$ cat src/design/ser_cfg_regs.svh
// register map, field positions, reset values and timing constants
`ifndef SER_CFG_REGS_SVH
`define SER_CFG_REGS_SVH
`define IDX_WAKE      12'h603
`define IDX_SER1      12'h608
`define IDX_TMR       12'h609
`define IDX_STAT      12'h60a
`define A_IDX         13:2
`define A_LOW         1:0
`define A_TOP         14
`define RST_WAKE      2'h3
`define RST_SER1      16'h007b
`define RST_TMR       16'h0000
`define W_CTRL        1
`define W_DATA        0
`define B_TXERR_DIS   15
`define B_FORCE       14
`define F_IDX         13:10
`define B_SER_EN      9
`define B_RXPOL       8
`define B_TXPOL       7
`define F_TXORD       6:5
`define B_RXORD       4
`define B_ALIGN       3
`define F_ANT         2:1
`define B_AN_EN       0
`define F_TR          15:11
`define F_TQ          10:6
`define F_TS          5:1
`define B_NONEEE      0
`define S_AN_DONE     10
`define S_ALIGN       9
`define S_SYNC        8
`define F_S_IDX       7:4
`define STRAP_SER     3'h0
`define ORD_PLAIN     2'h0
`define ORD_SWAP      2'h1
`define ORD_HALFREV   2'h2
`define ORD_REV       2'h3
`define AN_SEL_1P6MS  2'h0
`define AN_SEL_2US    2'h1
`define AN_SEL_800US  2'h2
`define AN_SEL_11MS   2'h3
`define CLK_PERIOD_NS 5
`define AN_T_1P6MS_NS 1600000
`define AN_T_2US_NS   2000
`define AN_T_800US_NS 800000
`define AN_T_11MS_NS  11000000
`define RESP_OKAY     2'h0
`define RESP_SLVERR   2'h2
`define COMMA_P       7'h1f
`define COMMA_N       7'h60
`define COMMA_W       7
`endif
$ cat src/design/ser_cfg_pkg.sv
// types shared by the serial interface configuration block
package ser_cfg_pkg;
  typedef enum logic [2:0] {
    SEL_NONE = 3'b000,
    SEL_WAKE = 3'b001,
    SEL_SER1 = 3'b010,
    SEL_TMR  = 3'b011,
    SEL_STAT = 3'b100
  } reg_sel_e;
  typedef enum logic {
    TX_IDLE = 1'b0,
    TX_PKT  = 1'b1
  } tx_state_e;
endpackage : ser_cfg_pkg

$ cat src/design/ser_cfg.sv
// MAC-side interface configuration: registers, wake signalling, serial word path
`timescale 1ns/10ps
`include "ser_cfg_regs.svh"
module ser_cfg #(
  parameter int         ADDR_W       = 16,
  parameter int         WORD_DIV     = 8,
  parameter int         FIFO_DEPTH   = 32,
  parameter logic [3:0] INBAND_CODE  = 4'h1,
  parameter logic [9:0] IDLE_WORD    = 10'h283,
  parameter logic [9:0] ERR_WORD     = 10'h2e8,
  parameter int         AN_CYC_1P6MS = (`AN_T_1P6MS_NS + `CLK_PERIOD_NS - 1) / `CLK_PERIOD_NS,
  parameter int         AN_CYC_800US = (`AN_T_800US_NS + `CLK_PERIOD_NS - 1) / `CLK_PERIOD_NS,
  parameter int         AN_CYC_11MS  = (`AN_T_11MS_NS + `CLK_PERIOD_NS - 1) / `CLK_PERIOD_NS
) (
  // clock and reset
  input  wire logic              mclk,
  input  wire logic              rst,
  // axi4-lite slave
  input  wire logic [ADDR_W-1:0] awaddr,
  input  wire logic              awvalid,
  output logic                   awready,
  input  wire logic [31:0]       wdata,
  input  wire logic [3:0]        wstrb,
  input  wire logic              wvalid,
  output logic                   wready,
  output logic      [1:0]        bresp,
  output logic                   bvalid,
  input  wire logic              bready,
  input  wire logic [ADDR_W-1:0] araddr,
  input  wire logic              arvalid,
  output logic                   arready,
  output logic      [31:0]       rdata,
  output logic      [1:0]        rresp,
  output logic                   rvalid,
  input  wire logic              rready,
  // straps
  input  wire logic              strap_bit_zero,
  input  wire logic              strap_bit_one,
  input  wire logic              strap_bit_two,
  // parallel receive toward the MAC
  input  wire logic              lpi_active,
  input  wire logic              lpi_exit,
  input  wire logic [3:0]        core_rxd,
  input  wire logic              core_rx_ctrl,
  output logic      [3:0]        par_rxd,
  output logic                   par_rx_ctrl,
  // serial receive
  input  wire logic [9:0]        serdes_rx_word,
  output logic      [9:0]        mac_rx_word,
  // serial transmit
  input  wire logic [9:0]        mac_tx_word,
  input  wire logic              mac_tx_err,
  input  wire logic              mac_tx_sop,
  input  wire logic              mac_tx_valid,
  output logic                   mac_tx_ready,
  output logic      [9:0]        serdes_tx_word,
  // configuration and status
  output logic                   serial_en,
  output logic                   non_eee_mode,
  output logic      [4:0]        tx_refresh_timer,
  output logic      [4:0]        tx_quiet_timer,
  output logic      [4:0]        tx_sleep_timer,
  output logic                   an_complete,
  output logic                   rx_sync
);
  localparam int AN_CYC_2US           = (`AN_T_2US_NS + `CLK_PERIOD_NS - 1) / `CLK_PERIOD_NS;
  localparam int DIV_W                = $clog2(WORD_DIV + 1);
  localparam logic [DIV_W-1:0] DIV_LAST = DIV_W'(WORD_DIV - 1);

  logic [1:0]  wake;
  logic [15:0] ser1;
  logic [15:0] tmr;
  logic        strap_pending;
  logic [ADDR_W-1:0] wr_addr;
  logic [31:0] wr_data;
  logic [3:0]  wr_strb;
  logic        wr_fire;
  ser_cfg_pkg::reg_sel_e wr_sel;
  logic [DIV_W-1:0] div_cnt;
  logic        word_tick;
  logic [24:0] hist;
  logic [3:0]  align_idx;
  logic        aligned;
  logic [4:0]  comma;
  logic [31:0] an_cnt;
  logic        tx_even;
  ser_cfg_pkg::tx_state_e tx_state;
  logic        fifo_vld;
  logic [11:0] fifo_word;
  logic        tx_pop;
  logic        tx_send;
  logic [9:0]  tx_word;
  logic [15:0] stat;

  function automatic logic [9:0] rev10(input logic [9:0] w);
    logic [9:0] r;
    for (int i = 0; i < 10; i++) begin
      r[i] = w[9-i];
    end
    return r;
  endfunction : rev10

  function automatic logic [9:0] order_in(input logic [9:0] w, input logic [1:0] sel);
    logic [9:0] r;
    r = rev10(w);
    unique case (sel)
      `ORD_PLAIN:   return w;
      `ORD_SWAP:    return {w[4:0], w[9:5]};
      `ORD_HALFREV: return {r[4:0], r[9:5]};
      `ORD_REV:     return r;
    endcase
  endfunction : order_in

  function automatic logic [9:0] ser_out(input logic [9:0] w, input logic lsb, input logic inv);
    return (lsb ? rev10(w) : w) ^ {10{inv}};
  endfunction : ser_out

  // first comma position in the history, with a found flag on top
  function automatic logic [4:0] find_comma(input logic [24:0] h);
    logic [4:0] f;
    f = '0;
    for (int i = 9; i >= 0; i--) begin
      if (h[i +: `COMMA_W] == `COMMA_P || h[i +: `COMMA_W] == `COMMA_N) begin
        f = {1'b1, 4'(i)};
      end
    end
    return f;
  endfunction : find_comma

  function automatic logic [31:0] an_limit(input logic [1:0] sel);
    unique case (sel)
      `AN_SEL_1P6MS: return 32'(AN_CYC_1P6MS);
      `AN_SEL_2US:   return 32'(AN_CYC_2US);
      `AN_SEL_800US: return 32'(AN_CYC_800US);
      `AN_SEL_11MS:  return 32'(AN_CYC_11MS);
    endcase
  endfunction : an_limit

  function automatic ser_cfg_pkg::reg_sel_e decode(input logic [ADDR_W-1:0] a);
    if (a[`A_LOW] != 2'h0 || (a >> `A_TOP) != '0) begin
      return ser_cfg_pkg::SEL_NONE;
    end
    unique case (a[`A_IDX])
      `IDX_WAKE: return ser_cfg_pkg::SEL_WAKE;
      `IDX_SER1: return ser_cfg_pkg::SEL_SER1;
      `IDX_TMR:  return ser_cfg_pkg::SEL_TMR;
      `IDX_STAT: return ser_cfg_pkg::SEL_STAT;
      default:   return ser_cfg_pkg::SEL_NONE;
    endcase
  endfunction : decode

  function automatic logic [15:0] merge(input logic [15:0] old, input logic [31:0] d,
                                        input logic [3:0] s);
    return {s[1] ? d[15:8] : old[15:8], s[0] ? d[7:0] : old[7:0]};
  endfunction : merge

  // axi write: address and data are taken in either order, response follows both
  assign wr_sel  = decode(wr_addr);
  assign wr_fire = !awready && !wready && !bvalid;

  always_ff @(posedge mclk or posedge rst) begin
    if (rst) begin
      awready <= 1'b1;
      wready  <= 1'b1;
      bvalid  <= 1'b0;
      bresp   <= `RESP_OKAY;
      wr_addr <= '0;
      wr_data <= '0;
      wr_strb <= '0;
    end else begin
      if (awvalid && awready) begin
        awready <= 1'b0;
        wr_addr <= awaddr;
      end
      if (wvalid && wready) begin
        wready  <= 1'b0;
        wr_data <= wdata;
        wr_strb <= wstrb;
      end
      if (wr_fire) begin
        bvalid <= 1'b1;
        bresp  <= (wr_sel == ser_cfg_pkg::SEL_NONE) ? `RESP_SLVERR : `RESP_OKAY;
      end else if (bvalid && bready) begin
        bvalid  <= 1'b0;
        awready <= 1'b1;
        wready  <= 1'b1;
      end
    end
  end

  // the status word is read-only; writes to it are accepted and dropped
  always_ff @(posedge mclk or posedge rst) begin
    if (rst) begin
      wake          <= `RST_WAKE;
      ser1          <= `RST_SER1;
      tmr           <= `RST_TMR;
      strap_pending <= 1'b1;
    end else begin
      if (wr_fire && wr_sel == ser_cfg_pkg::SEL_WAKE) begin
        wake <= 2'(merge({14'h0, wake}, wr_data, wr_strb));
      end
      if (wr_fire && wr_sel == ser_cfg_pkg::SEL_SER1) begin
        ser1 <= merge(ser1, wr_data, wr_strb);
      end
      if (wr_fire && wr_sel == ser_cfg_pkg::SEL_TMR) begin
        tmr <= merge(tmr, wr_data, wr_strb);
      end
      // straps are caught on the first edge after release, never under reset
      if (strap_pending) begin
        strap_pending      <= 1'b0;
        ser1[`B_SER_EN]    <= {strap_bit_two, strap_bit_one, strap_bit_zero} == `STRAP_SER;
      end
    end
  end

  always_comb begin
    stat              = '0;
    stat[`S_AN_DONE]  = an_complete;
    stat[`S_ALIGN]    = aligned;
    stat[`S_SYNC]     = rx_sync;
    stat[`F_S_IDX]    = align_idx;
  end

  // axi read: answered on the same edge that takes the address
  always_ff @(posedge mclk or posedge rst) begin
    if (rst) begin
      arready <= 1'b1;
      rvalid  <= 1'b0;
      rdata   <= '0;
      rresp   <= `RESP_OKAY;
    end else if (arvalid && arready) begin
      arready <= 1'b0;
      rvalid  <= 1'b1;
      rresp   <= `RESP_OKAY;
      unique case (decode(araddr))
        ser_cfg_pkg::SEL_WAKE: rdata <= {30'h0, wake};
        ser_cfg_pkg::SEL_SER1: rdata <= {16'h0, ser1};
        ser_cfg_pkg::SEL_TMR:  rdata <= {16'h0, tmr};
        ser_cfg_pkg::SEL_STAT: rdata <= {16'h0, stat};
        ser_cfg_pkg::SEL_NONE: begin
          rdata <= '0;
          rresp <= `RESP_SLVERR;
        end
      endcase
    end else if (rvalid && rready) begin
      rvalid  <= 1'b0;
      arready <= 1'b1;
    end
  end

  always_comb begin
    serial_en        = ser1[`B_SER_EN];
    non_eee_mode     = tmr[`B_NONEEE];
    tx_refresh_timer = tmr[`F_TR];
    tx_quiet_timer   = tmr[`F_TQ];
    tx_sleep_timer   = tmr[`F_TS];
  end

  // parallel receive during low-power idle and its exit
  always_ff @(posedge mclk or posedge rst) begin
    if (rst) begin
      par_rx_ctrl <= 1'b0;
      par_rxd     <= '0;
    end else if (lpi_exit) begin
      par_rx_ctrl <= wake[`W_CTRL];
      par_rxd     <= wake[`W_DATA] ? 4'h0 : INBAND_CODE;
    end else if (lpi_active) begin
      par_rx_ctrl <= 1'b0;
      par_rxd     <= INBAND_CODE;
    end else begin
      par_rx_ctrl <= core_rx_ctrl;
      par_rxd     <= core_rxd;
    end
  end

  // word-rate enable for the serial path
  always_ff @(posedge mclk or posedge rst) begin
    if (rst) begin
      div_cnt   <= '0;
      word_tick <= 1'b0;
    end else begin
      word_tick <= div_cnt == DIV_LAST;
      div_cnt   <= (div_cnt == DIV_LAST) ? '0 : div_cnt + DIV_W'(1);
    end
  end

  // receive: polarity first, then bit order, then word boundary
  assign comma = find_comma(hist);

  always_ff @(posedge mclk or posedge rst) begin
    if (rst) begin
      hist      <= '0;
      align_idx <= '0;
      aligned   <= 1'b0;
      rx_sync   <= 1'b0;
    end else if (word_tick) begin
      hist <= {hist[14:0],
               order_in(serdes_rx_word ^ {10{ser1[`B_RXPOL]}}, ser1[`F_TXORD])};
      if (ser1[`B_FORCE]) begin
        align_idx <= ser1[`F_IDX];
        aligned   <= 1'b1;
        rx_sync   <= 1'b1;
      end else if (comma[4]) begin
        align_idx <= comma[3:0];
        aligned   <= 1'b1;
        rx_sync   <= 1'b1;
      end else begin
        aligned <= 1'b0;
      end
    end
  end

  // a MAC without low-power support sees idle words while low-power idle is active
  always_ff @(posedge mclk or posedge rst) begin
    if (rst) begin
      mac_rx_word <= '0;
    end else if (word_tick) begin
      if (!serial_en) begin
        mac_rx_word <= '0;
      end else if (non_eee_mode && lpi_active) begin
        mac_rx_word <= IDLE_WORD;
      end else begin
        mac_rx_word <= hist[align_idx +: 10];
      end
    end
  end

  // autonegotiation timer runs on the core clock once the link is in sync
  always_ff @(posedge mclk or posedge rst) begin
    if (rst) begin
      an_cnt      <= '0;
      an_complete <= 1'b0;
    end else if (!ser1[`B_AN_EN] || !serial_en || !rx_sync) begin
      an_cnt      <= '0;
      an_complete <= 1'b0;
    end else if (!an_complete) begin
      if (an_cnt == an_limit(ser1[`F_ANT]) - 32'h1) begin
        an_complete <= 1'b1;
      end else begin
        an_cnt <= an_cnt + 32'h1;
      end
    end
  end

  ser_cfg_fifo #(
    .WIDTH (12),
    .DEPTH (FIFO_DEPTH)
  ) u_tx_fifo (
    .mclk      (mclk),
    .rst       (rst),
    .in_valid  (mac_tx_valid),
    .in_ready  (mac_tx_ready),
    .in_data   ({mac_tx_sop, mac_tx_err, mac_tx_word}),
    .out_valid (fifo_vld),
    .out_ready (tx_pop),
    .out_data  (fifo_word)
  );

  // a packet start waits for the even slot; words outside a packet are dropped
  assign tx_pop  = word_tick && serial_en && fifo_vld &&
                   (!fifo_word[11] || !ser1[`B_ALIGN] || tx_even);
  assign tx_send = tx_pop && (tx_state == ser_cfg_pkg::TX_PKT || fifo_word[11]);
  assign tx_word = (fifo_word[10] && !ser1[`B_TXERR_DIS]) ? ERR_WORD : fifo_word[9:0];

  always_ff @(posedge mclk or posedge rst) begin
    if (rst) begin
      tx_state <= ser_cfg_pkg::TX_IDLE;
      tx_even  <= 1'b0;
    end else if (word_tick) begin
      tx_even <= !tx_even;
      unique case (tx_state)
        ser_cfg_pkg::TX_IDLE: begin
          if (tx_pop && fifo_word[11]) begin
            tx_state <= ser_cfg_pkg::TX_PKT;
          end
        end
        ser_cfg_pkg::TX_PKT: begin
          if (!fifo_vld || !serial_en) begin
            tx_state <= ser_cfg_pkg::TX_IDLE;
          end
        end
      endcase
    end
  end

  always_ff @(posedge mclk or posedge rst) begin
    if (rst) begin
      serdes_tx_word <= '0;
    end else if (word_tick) begin
      serdes_tx_word <= !serial_en ? 10'h0 :
                        ser_out(tx_send ? tx_word : IDLE_WORD,
                                ser1[`B_RXORD], ser1[`B_TXPOL]);
    end
  end

  a_wake_ctrl: assert property (@(posedge mclk) disable iff (rst)
    lpi_exit |=> par_rx_ctrl == $past(wake[`W_CTRL]))
    else $error("rx control wrong during idle exit");
  a_wake_data: assert property (@(posedge mclk) disable iff (rst)
    lpi_exit && !wake[`W_DATA] |=> par_rxd == INBAND_CODE)
    else $error("rx data not in-band code during idle exit");
  a_strap_load: assert property (@(posedge mclk) disable iff (rst)
    $fell(strap_pending) |-> serial_en ==
      ($past({strap_bit_two, strap_bit_one, strap_bit_zero}) == `STRAP_SER))
    else $error("serial enable not taken from straps");
  a_force_idx: assert property (@(posedge mclk) disable iff (rst)
    word_tick && ser1[`B_FORCE] |=> align_idx == $past(ser1[`F_IDX]) && aligned)
    else $error("forced boundary index not applied");
  a_an_off: assert property (@(posedge mclk) disable iff (rst)
    !ser1[`B_AN_EN] |=> !an_complete && an_cnt == 32'h0)
    else $error("autoneg ran while disabled");
  a_an_timer: assert property (@(posedge mclk) disable iff (rst)
    $rose(an_complete) |-> $past(an_cnt) == an_limit($past(ser1[`F_ANT])) - 32'h1)
    else $error("autoneg timer length wrong");
  a_an_status: assert property (@(posedge mclk) disable iff (rst)
    arvalid && arready && decode(araddr) == ser_cfg_pkg::SEL_STAT
      |=> rvalid && rdata[`S_AN_DONE] == $past(an_complete))
    else $error("status does not show autoneg completion");
  a_pkt_align: assert property (@(posedge mclk) disable iff (rst)
    tx_pop && fifo_word[11] && ser1[`B_ALIGN] |-> tx_even)
    else $error("packet started off the even slot");
  a_tx_idle: assert property (@(posedge mclk) disable iff (rst)
    word_tick && serial_en && !tx_send
      |=> serdes_tx_word == ser_out(IDLE_WORD, $past(ser1[`B_RXORD]), $past(ser1[`B_TXPOL])))
    else $error("idle word order or polarity wrong");
  a_rx_nolpi: assert property (@(posedge mclk) disable iff (rst)
    word_tick && serial_en && non_eee_mode && lpi_active |=> mac_rx_word == IDLE_WORD)
    else $error("low-power idle leaked to MAC");
endmodule : ser_cfg

$ cat src/design/ser_cfg_fifo.sv
// word fifo with valid/ready on both sides; output stage holds one extra word
`timescale 1ns/10ps
module ser_cfg_fifo #(
  parameter int WIDTH = 12,
  parameter int DEPTH = 32,
  localparam int AW   = $clog2(DEPTH)
) (
  // clock and reset
  input  wire logic             mclk,
  input  wire logic             rst,
  // filling side
  input  wire logic             in_valid,
  output logic                  in_ready,
  input  wire logic [WIDTH-1:0] in_data,
  // draining side
  output logic                  out_valid,
  input  wire logic             out_ready,
  output logic      [WIDTH-1:0] out_data
);
  localparam logic [AW:0] FULL_CNT = (AW+1)'(DEPTH);
  logic [AW-1:0] wr_ptr;
  logic [AW-1:0] rd_ptr;
  logic [AW:0]   cnt;
  logic [AW:0]   next_cnt;
  logic          push;
  logic          pull;

  assign push = in_valid && in_ready;
  // refill the output stage whenever it is empty or being taken
  assign pull = (cnt != '0) && (!out_valid || out_ready);

  always_comb begin
    next_cnt = cnt;
    if (push && !pull) begin
      next_cnt = cnt + (AW+1)'(1);
    end else if (pull && !push) begin
      next_cnt = cnt - (AW+1)'(1);
    end
  end

  always_ff @(posedge mclk or posedge rst) begin
    if (rst) begin
      cnt      <= '0;
      wr_ptr   <= '0;
      rd_ptr   <= '0;
      in_ready <= 1'b1;
    end else begin
      cnt      <= next_cnt;
      in_ready <= next_cnt != FULL_CNT;
      if (push) begin
        wr_ptr <= wr_ptr + AW'(1);
      end
      if (pull) begin
        rd_ptr <= rd_ptr + AW'(1);
      end
    end
  end

  always_ff @(posedge mclk or posedge rst) begin
    if (rst) begin
      out_valid <= 1'b0;
    end else if (pull) begin
      out_valid <= 1'b1;
    end else if (out_ready) begin
      out_valid <= 1'b0;
    end
  end

  ser_cfg_mem #(
    .WIDTH (WIDTH),
    .DEPTH (DEPTH)
  ) u_mem (
    .mclk  (mclk),
    .rst   (rst),
    .we    (push),
    .waddr (wr_ptr),
    .wdata (in_data),
    .re    (pull),
    .raddr (rd_ptr),
    .rdata (out_data)
  );
endmodule : ser_cfg_fifo

$ cat src/design/ser_cfg_mem.sv
// small word memory with registered read data
`timescale 1ns/10ps
module ser_cfg_mem #(
  parameter int WIDTH = 12,
  parameter int DEPTH = 32,
  localparam int AW   = $clog2(DEPTH)
) (
  // clock and reset
  input  wire logic             mclk,
  input  wire logic             rst,
  // write side
  input  wire logic             we,
  input  wire logic [AW-1:0]    waddr,
  input  wire logic [WIDTH-1:0] wdata,
  // read side
  input  wire logic             re,
  input  wire logic [AW-1:0]    raddr,
  output logic      [WIDTH-1:0] rdata
);
  logic [WIDTH-1:0] store [DEPTH];

  always_ff @(posedge mclk) begin
    if (we) begin
      store[waddr] <= wdata;
    end
  end

  always_ff @(posedge mclk or posedge rst) begin
    if (rst) begin
      rdata <= '0;
    end else if (re) begin
      rdata <= store[raddr];
    end
  end
endmodule : ser_cfg_mem

$ cat config.mk
export PLATFORM = sky130hd
export DESIGN_NAME = ser_cfg
export DESIGN_NICKNAME = d
export VERILOG_FILES = /design/src/design/ser_cfg_pkg.sv /design/src/design/ser_cfg.sv /design/src/design/ser_cfg_fifo.sv /design/src/design/ser_cfg_mem.sv
export VERILOG_INCLUDE_DIRS = /design/src /design/src/design
export SDC_FILE = /design/constraint.sdc
export NUM_CORES = 1
export LEC_CHECK = 0
export BUFFER_PORTS_ARGS = -buffer_cell sky130_fd_sc_hd__buf_4
export CAP_MARGIN = 20
export CORE_MARGIN = 2
export CORE_UTILIZATION = 44
export CTS_BUF_LIST = sky130_fd_sc_hd__clkbuf_4 sky130_fd_sc_hd__clkbuf_8 sky130_fd_sc_hd__clkbuf_16
export DETAILED_ROUTE_END_ITERATION = 6
export GPL_ROUTABILITY_DRIVEN = 0
export SLEW_MARGIN = 30
export SYNTH_ARGS = -nofsm -noshare
export SYNTH_HDL_FRONTEND = slang
export SYNTH_HIERARCHICAL = 1
export SYNTH_SLANG_ARGS = --single-unit
$ cat constraint.sdc
create_clock -name mclk -period 17.44 [get_ports mclk]
set_input_delay 4.36 -clock mclk [delete_from_list [all_inputs] [get_ports mclk]]
set_output_delay 4.36 -clock mclk [all_outputs]
set_load 0.005 [all_outputs]
Word-level counts from Yosys, hierarchy flattened
Memory sizes are Yosys's and may differ from the RTL's. A register that Yosys moved wholly into a read port is not among the register bits.
Index checks and enable logic that the tools add are counted.
{"block": "totals", "ff_bits": 224, "ramBits": 384, "in_bits": 108, "output_inout_bits": 86, "word_cells": 248, "n_memories": 1}
{"name": "u_tx_fifo.u_mem.store", "depth": 32, "word_bits": 12, "read_ports": 1, "rd_ports_with_merged_regs": 1, "write_ports": 1, "line": "ser_cfg_mem.sv:20", "rtl": "logic [WIDTH-1:0] store [DEPTH];"}
{"block": "op_classes", "add_sub_neg": 7, "n_eq_ne": 46, "shift": 1, "n_mux": 76, "bitwise": 3, "reduce_logical": 77}
{"operator": "32-bit two-way mux", "n": 5}
{"operator": "32-bit one-hot mux with 5 select lines", "n": 1}
{"operator": "32-bit one-hot mux with 4 select lines", "n": 1}
{"operator": "12-bit by 11-bit equality test with 1-bit output, second input constant", "n": 8}
{"operator": "7-bit by 5-bit equality test with 1-bit output, second input constant", "n": 10}
{"operator": "7-bit equality test, second input constant", "n": 10}
{"operator": "10-bit two-way mux", "n": 7}
{"operator": "5-bit two-way mux", "n": 10}
{"operator": "10-bit one-hot mux with 4 select lines", "n": 1}
{"operator": "32-bit by 1-bit adder with 32-bit output, second input constant", "n": 1}
{"operator": "32-bit equality test", "n": 1}
{"operator": "1-bit two-way mux", "n": 32}
{"operator": "16-bit nonzero test", "n": 2}
{"operator": "32-bit by 1-bit subtractor with 32-bit output, second input constant", "n": 1}
{"operator": "25-bit by 5-bit variable part select with 10-bit output", "n": 1}
{"operator": "3-bit one-hot mux with 4 select lines", "n": 2}
{"operator": "1-bit logical AND", "n": 21}
{"operator": "4-bit two-way mux", "n": 5}
{"operator": "10-bit bitwise XOR", "n": 2}
{"operator": "1-bit logical OR", "n": 19}
{"operator": "2-bit AND reduction", "n": 8}
{"operator": "2-bit nonzero test", "n": 8}
{"operator": "3-bit two-way mux", "n": 5}
{"operator": "1-bit logical NOT", "n": 13}
{"operator": "21 further kinds", "n": 36}

Logic depth before layout (Yosys ltp)
{"block": "depth", "ltp_word": 14, "mapped_depth": 11, "depth_no_buf": 10}

Hierarchy
Netlist, hierarchy kept.
{"module": "ser_cfg_mem", "n_inst": 1, "cells_per_inst": 858, "area_each_um2": 15581.2, "seq_area_each_um2": 11831.3}
{"module": "ser_cfg", "n_inst": 1, "cells_per_inst": 956, "area_each_um2": 10366.2, "seq_area_each_um2": 4719.5}
{"module": "ser_cfg_fifo", "n_inst": 1, "cells_per_inst": 90, "area_each_um2": 935.9, "seq_area_each_um2": 451.7}

Worst setup path before layout
No wires, ideal clock.
{"block": "synth_path", "path_kind": "input-to-reg", "start": "input mac_tx_valid", "end": "memory u_tx_fifo.u_mem.store[0][0], enable pin", "setup_ps": 380, "arrival_ps": 5745, "required_ps": 17060, "slack_ps": 11314, "cell_stages": 5, "path_buffers": 1, "path_cell_list": "nand2_1 inv_2 or3b_1 clkbuf_1 nor2_1"}
{"block": "synth_via", "elab_chain_cells": 3}
{"element": "start, declared", "line": "ser_cfg.sv:54", "rtl": "input wire logic mac_tx_valid,"}
{"element": "1-bit logical AND", "line": "ser_cfg_fifo.sv:28", "rtl": "assign push = in_valid && in_ready;"}
{"element": "named net u_tx_fifo.push", "line": "ser_cfg_fifo.sv:25", "rtl": "logic push;"}
{"element": "1-bit two-way mux", "line": "ser_cfg_mem.sv:23", "rtl": "if (we) begin"}
{"element": "1-bit two-way mux (implied by the code)", "line": "ser_cfg_mem.sv:24", "rtl": "store[waddr] <= wdata;"}
{"element": "end, declared", "line": "ser_cfg_mem.sv:20"}
The timed path passes the listed nets, and every way through them passes these cells.

Final worst setup path
{"block": "layout_path", "start": "input mac_tx_valid", "end": "memory u_tx_fifo.u_mem.store[29][2], enable pin"}
The elaborated chain is that of the path after synthesis.

==> metrics.cfg <==
[worst_setup_path]
arrival_ps = 6380
cp_max_fo = 12
rr_worst_depth = 7
reg2reg_to = u_tx_fifo/u_mem/rdata[9]$_DFFE_PP0P_
r2r_slack_ps = 13100
timing.rr.start = u_tx_fifo/rd_ptr[0]$_DFFE_PP0P_
required_ps = 17710
startpoint_type = input port
worstSetupEndpointType = flop
worst-setup-path-type = input port to flop

[drt]
drc = 0
vias = 16400
drt-pass1-iter-count = 5
totalWireLength_mm = 63.8
antenna_left = 0
first_iter_violations = 1048
viasPerCell = 5.71
wire_per_inst_um = 22.2

[timing]
max-slew-margin-rel_pct = 39.3
period_share_pct = 35.0
hold_ws_ps = 468
postLayoutSetupSlackWorst_ps = 11330
fmax_ghz = 0.164
final_hold_viol_count = 0
finalCriticalPeriod_ps = 6110
fin_skew_ps = 31.0
slew_viol_final = 0
tns_ps = 0
worst_pin_slew_ps = 910
rsz0062_at_grt = false
setup_viol = 0

[pwr]
p_per_area_mw_per_mm2 = 131
p_int_w = 0.00283
switchingPower_w = 0.00117
p_clk_share_pct = 34.0
worst_ir_drop_vdd_v = 0.000139
p_comb_share_pct = 20.9
seqPwrFrac_pct = 45.1
p_sw_share_pct = 29.3
p_leak_nw = 12.0

[placed_design]
dp_hpwl_mm = 40.7
pre_cts_ws_ps = 10730
portBuffers = 157
place_area_sq_mm = 0.0286

[clock_network]
cts_tree = done
cts_buffers = 61
cts.clk_slew.worst_paths_ps = 60
clk-insertion-delay-late_ps = 640
cts_root_buffer = clkbuf_16
cts_hold_buf = 0
post_cts_buffers = 0
cts_max_level = 2
cts_sinks = 602
clockBufferDepth = 3
post_cts_resize_count = 0

[die]
die_w_um = 251
boundaryPins = 194
dieArea_sq_mm = 0.0631
initial_utilization_pct = 44.5
placementRows = 90
core_sq_mm = 0.0604
die_h_um = 251

[logic_synthesis]
yosys_warnings = 6
ys_ff_latch = 602
syn_inst = 1904
synth-main-ff-cell = edfxtp_1
yosysUniqueCellTypes = 92
ys_async_sr_fraction_pct = 36.2
syn_area_per_cell_sq_um = 14.1
synth_edf_count = 384
ys_seq_area_share_pct = 63.2
synth_area_sq_mm = 0.0269

[final_layout]
num_antenna_cells = 0
nFillCells = 5191
final_area_sq_mm = 0.0307
syn_to_final_growth_pct = 14.2
multi_input_area_sq_mm = 0.00909
finalNetCount = 2159
regArea_sq_mm = 0.0170
fin_util_pct = 50.8
drive_gt1_share_pct = 23.6

[global_routing]
grt_pass1_wl_mm = 97.6
grt-ovfl-total = 0
grt_pass1_vias = 16300
groute.usage.overall_pct = 20.0
grt_max_degree = 116
grt_antenna_before_repair = 0

[run]
maxCapViolCount = 0

[worst_hold_path]
hold_path.class = flop to flop
min_path_cells = 1
hp-start = div_cnt[0]$_DFF_PP0_
holdPathEnd = div_cnt[0]$_DFF_PP0_

[run_status]
status = finished clean

-- worst max-delay path: stages --
cell      delay (ps)
buf_4             90
nand2_1          200
inv_2            250
nand3b_1         570
nor2_2           890
-- metrics by stage --
stage / power (W) / cells
2_1_floorplan: 0.00244 / 1922
3_5_place_dp: 0.00268 / 2756
5_1_grt: 0.00417 / 2870
4_1_cts: 0.00404 / 2870
6_report: 0.00401 / 2870
3_3_place_gp: 0.00264 / 2756
-- registers in the layout, indices dropped and copies added, names as in the netlist, 12 cells and up --
| name | count |
|---|---|
| hist | 25 |
| wr_addr | 16 |
| ser1 | 16 |
| rdata | 16 |
| an_cnt | 32 |
| u_tx_fifo/u_mem/store | 384 |
| tmr | 16 |
| u_tx_fifo/u_mem/rdata | 12 |
| wr_data | 16 |
-- worst max path at each step --
stage | startpoint | end | slack [ps]
detailed placement | araddr[10] | rdata[1]$_DFFE_PP0P_ | 10730
CTS | araddr[10] | rdata[1]$_DFFE_PP0P_ | 11390
global placement | mac_tx_valid | u_tx_fifo/u_mem/store[4][6]$_DFFE_PP_ | 10530
global route | araddr[10] | rdata[10]$_DFFE_PP0P_ | 11250
finish | mac_tx_valid | u_tx_fifo/u_mem/store[29][2]$_DFFE_PP_ | 11330
floorplan | rst | align_idx[0]$_DFFE_PP0P_ | 7990
-- cells in the mapped netlist, drive strengths merged (34+ instances only) --
library cell	n	area, sq um
a22oi	106	801
dfrtp	205	5130
buf	80	642
nand2	107	402
inv	40	150
nor2	90	338
edfxtp	384	11500
a21oi	89	445
mux2i	233	2330
xnor2	39	342
clkbuf	46	178
o21ai	34	170
mux2	106	1200
-- cell usage in the layout (no fill, tap or decap), types with 7 or more instances in the layout --
cell	Yosys	routed
nand3_1	16	16
o22ai_1	11	11
nand2b_1	20	20
dfstp_2	13	13
mux4_2	20	20
edfxtp_1	384	384
ha_1	14	14
o211ai_1	8	8
a31o_2	10	10
a31oi_1	8	8
nand2_1	107	105
o21ai_1	8	8
a22oi_1	105	105
and2_1	11	11
nor3_1	15	15
nor4_1	21	21
bufinv_16	0	7
nand3b_1	7	7
nor2_2	0	24
nand4_1	24	24
o2bb2ai_1	8	8
xor2_1	11	11
a211oi_1	11	11
xnor2_1	39	39
mux2_2	105	105
nor2_1	90	65
buf_4	28	177
conb_1	1	19
o21ai_0	26	26
clkbuf_16	0	61
clkbuf_4	1	21
and3_1	10	9
mux2i_1	233	233
clkinv_1	1	9
a21oi_1	89	88
inv_1	38	37
dfrtp_1	205	202
-- metal layers --
| metal | wire length, um | up-vias | share of wire, % | global-route usage, % |
|---|---|---|---|---|
| met5 | 0 | - | 0 | 0 |
| met4 | 1580 | 0 | 2.5 | 6.04 |
| met3 | 3220 | 98 | 5.0 | 2.91 |
| met2 | 31300 | 412 | 49 | 33.4 |
| met1 | 27700 | 8388 | 43 | 27.2 |
| li1 | - | 7496 | - | - |
-- layout make-up --
class	count	share of cell area, %
flip-flops and latches	602	55.4
clock inverters	26	1.13
multi-input cells	1153	29.6
repair buffers	178	4.37
clock buffers	88	5.76
well taps	782	3.19
inverters	41	0.526
-- logic make-up after synthesis --
logic type	Yosys count	share of synthesized area (%)
XOR/XNOR	50	1.63
adder cells (fa/ha/maj)	14	0.652
multiplexers	362	15.1
AO/OA/AOI/OAI	331	8.44
flip-flops	602	63.2
other	1	0.0139
AND/OR/NAND/NOR	377	7.30
buffers and inverters	167	3.62
-- power by group through the flow --
stage	clock (W)	combinational (W)	sequential, W
global route	0.00145	0.000902	0.00183
finish	0.00136	0.000837	0.00181
CTS	0.00139	0.000845	0.00181
detailed placement	0	0.000843	0.00183
global placement	0	0.000817	0.00183
floorplan	0	0.000678	0.00176
No activity file was read; power rests on OpenSTA's default activity.
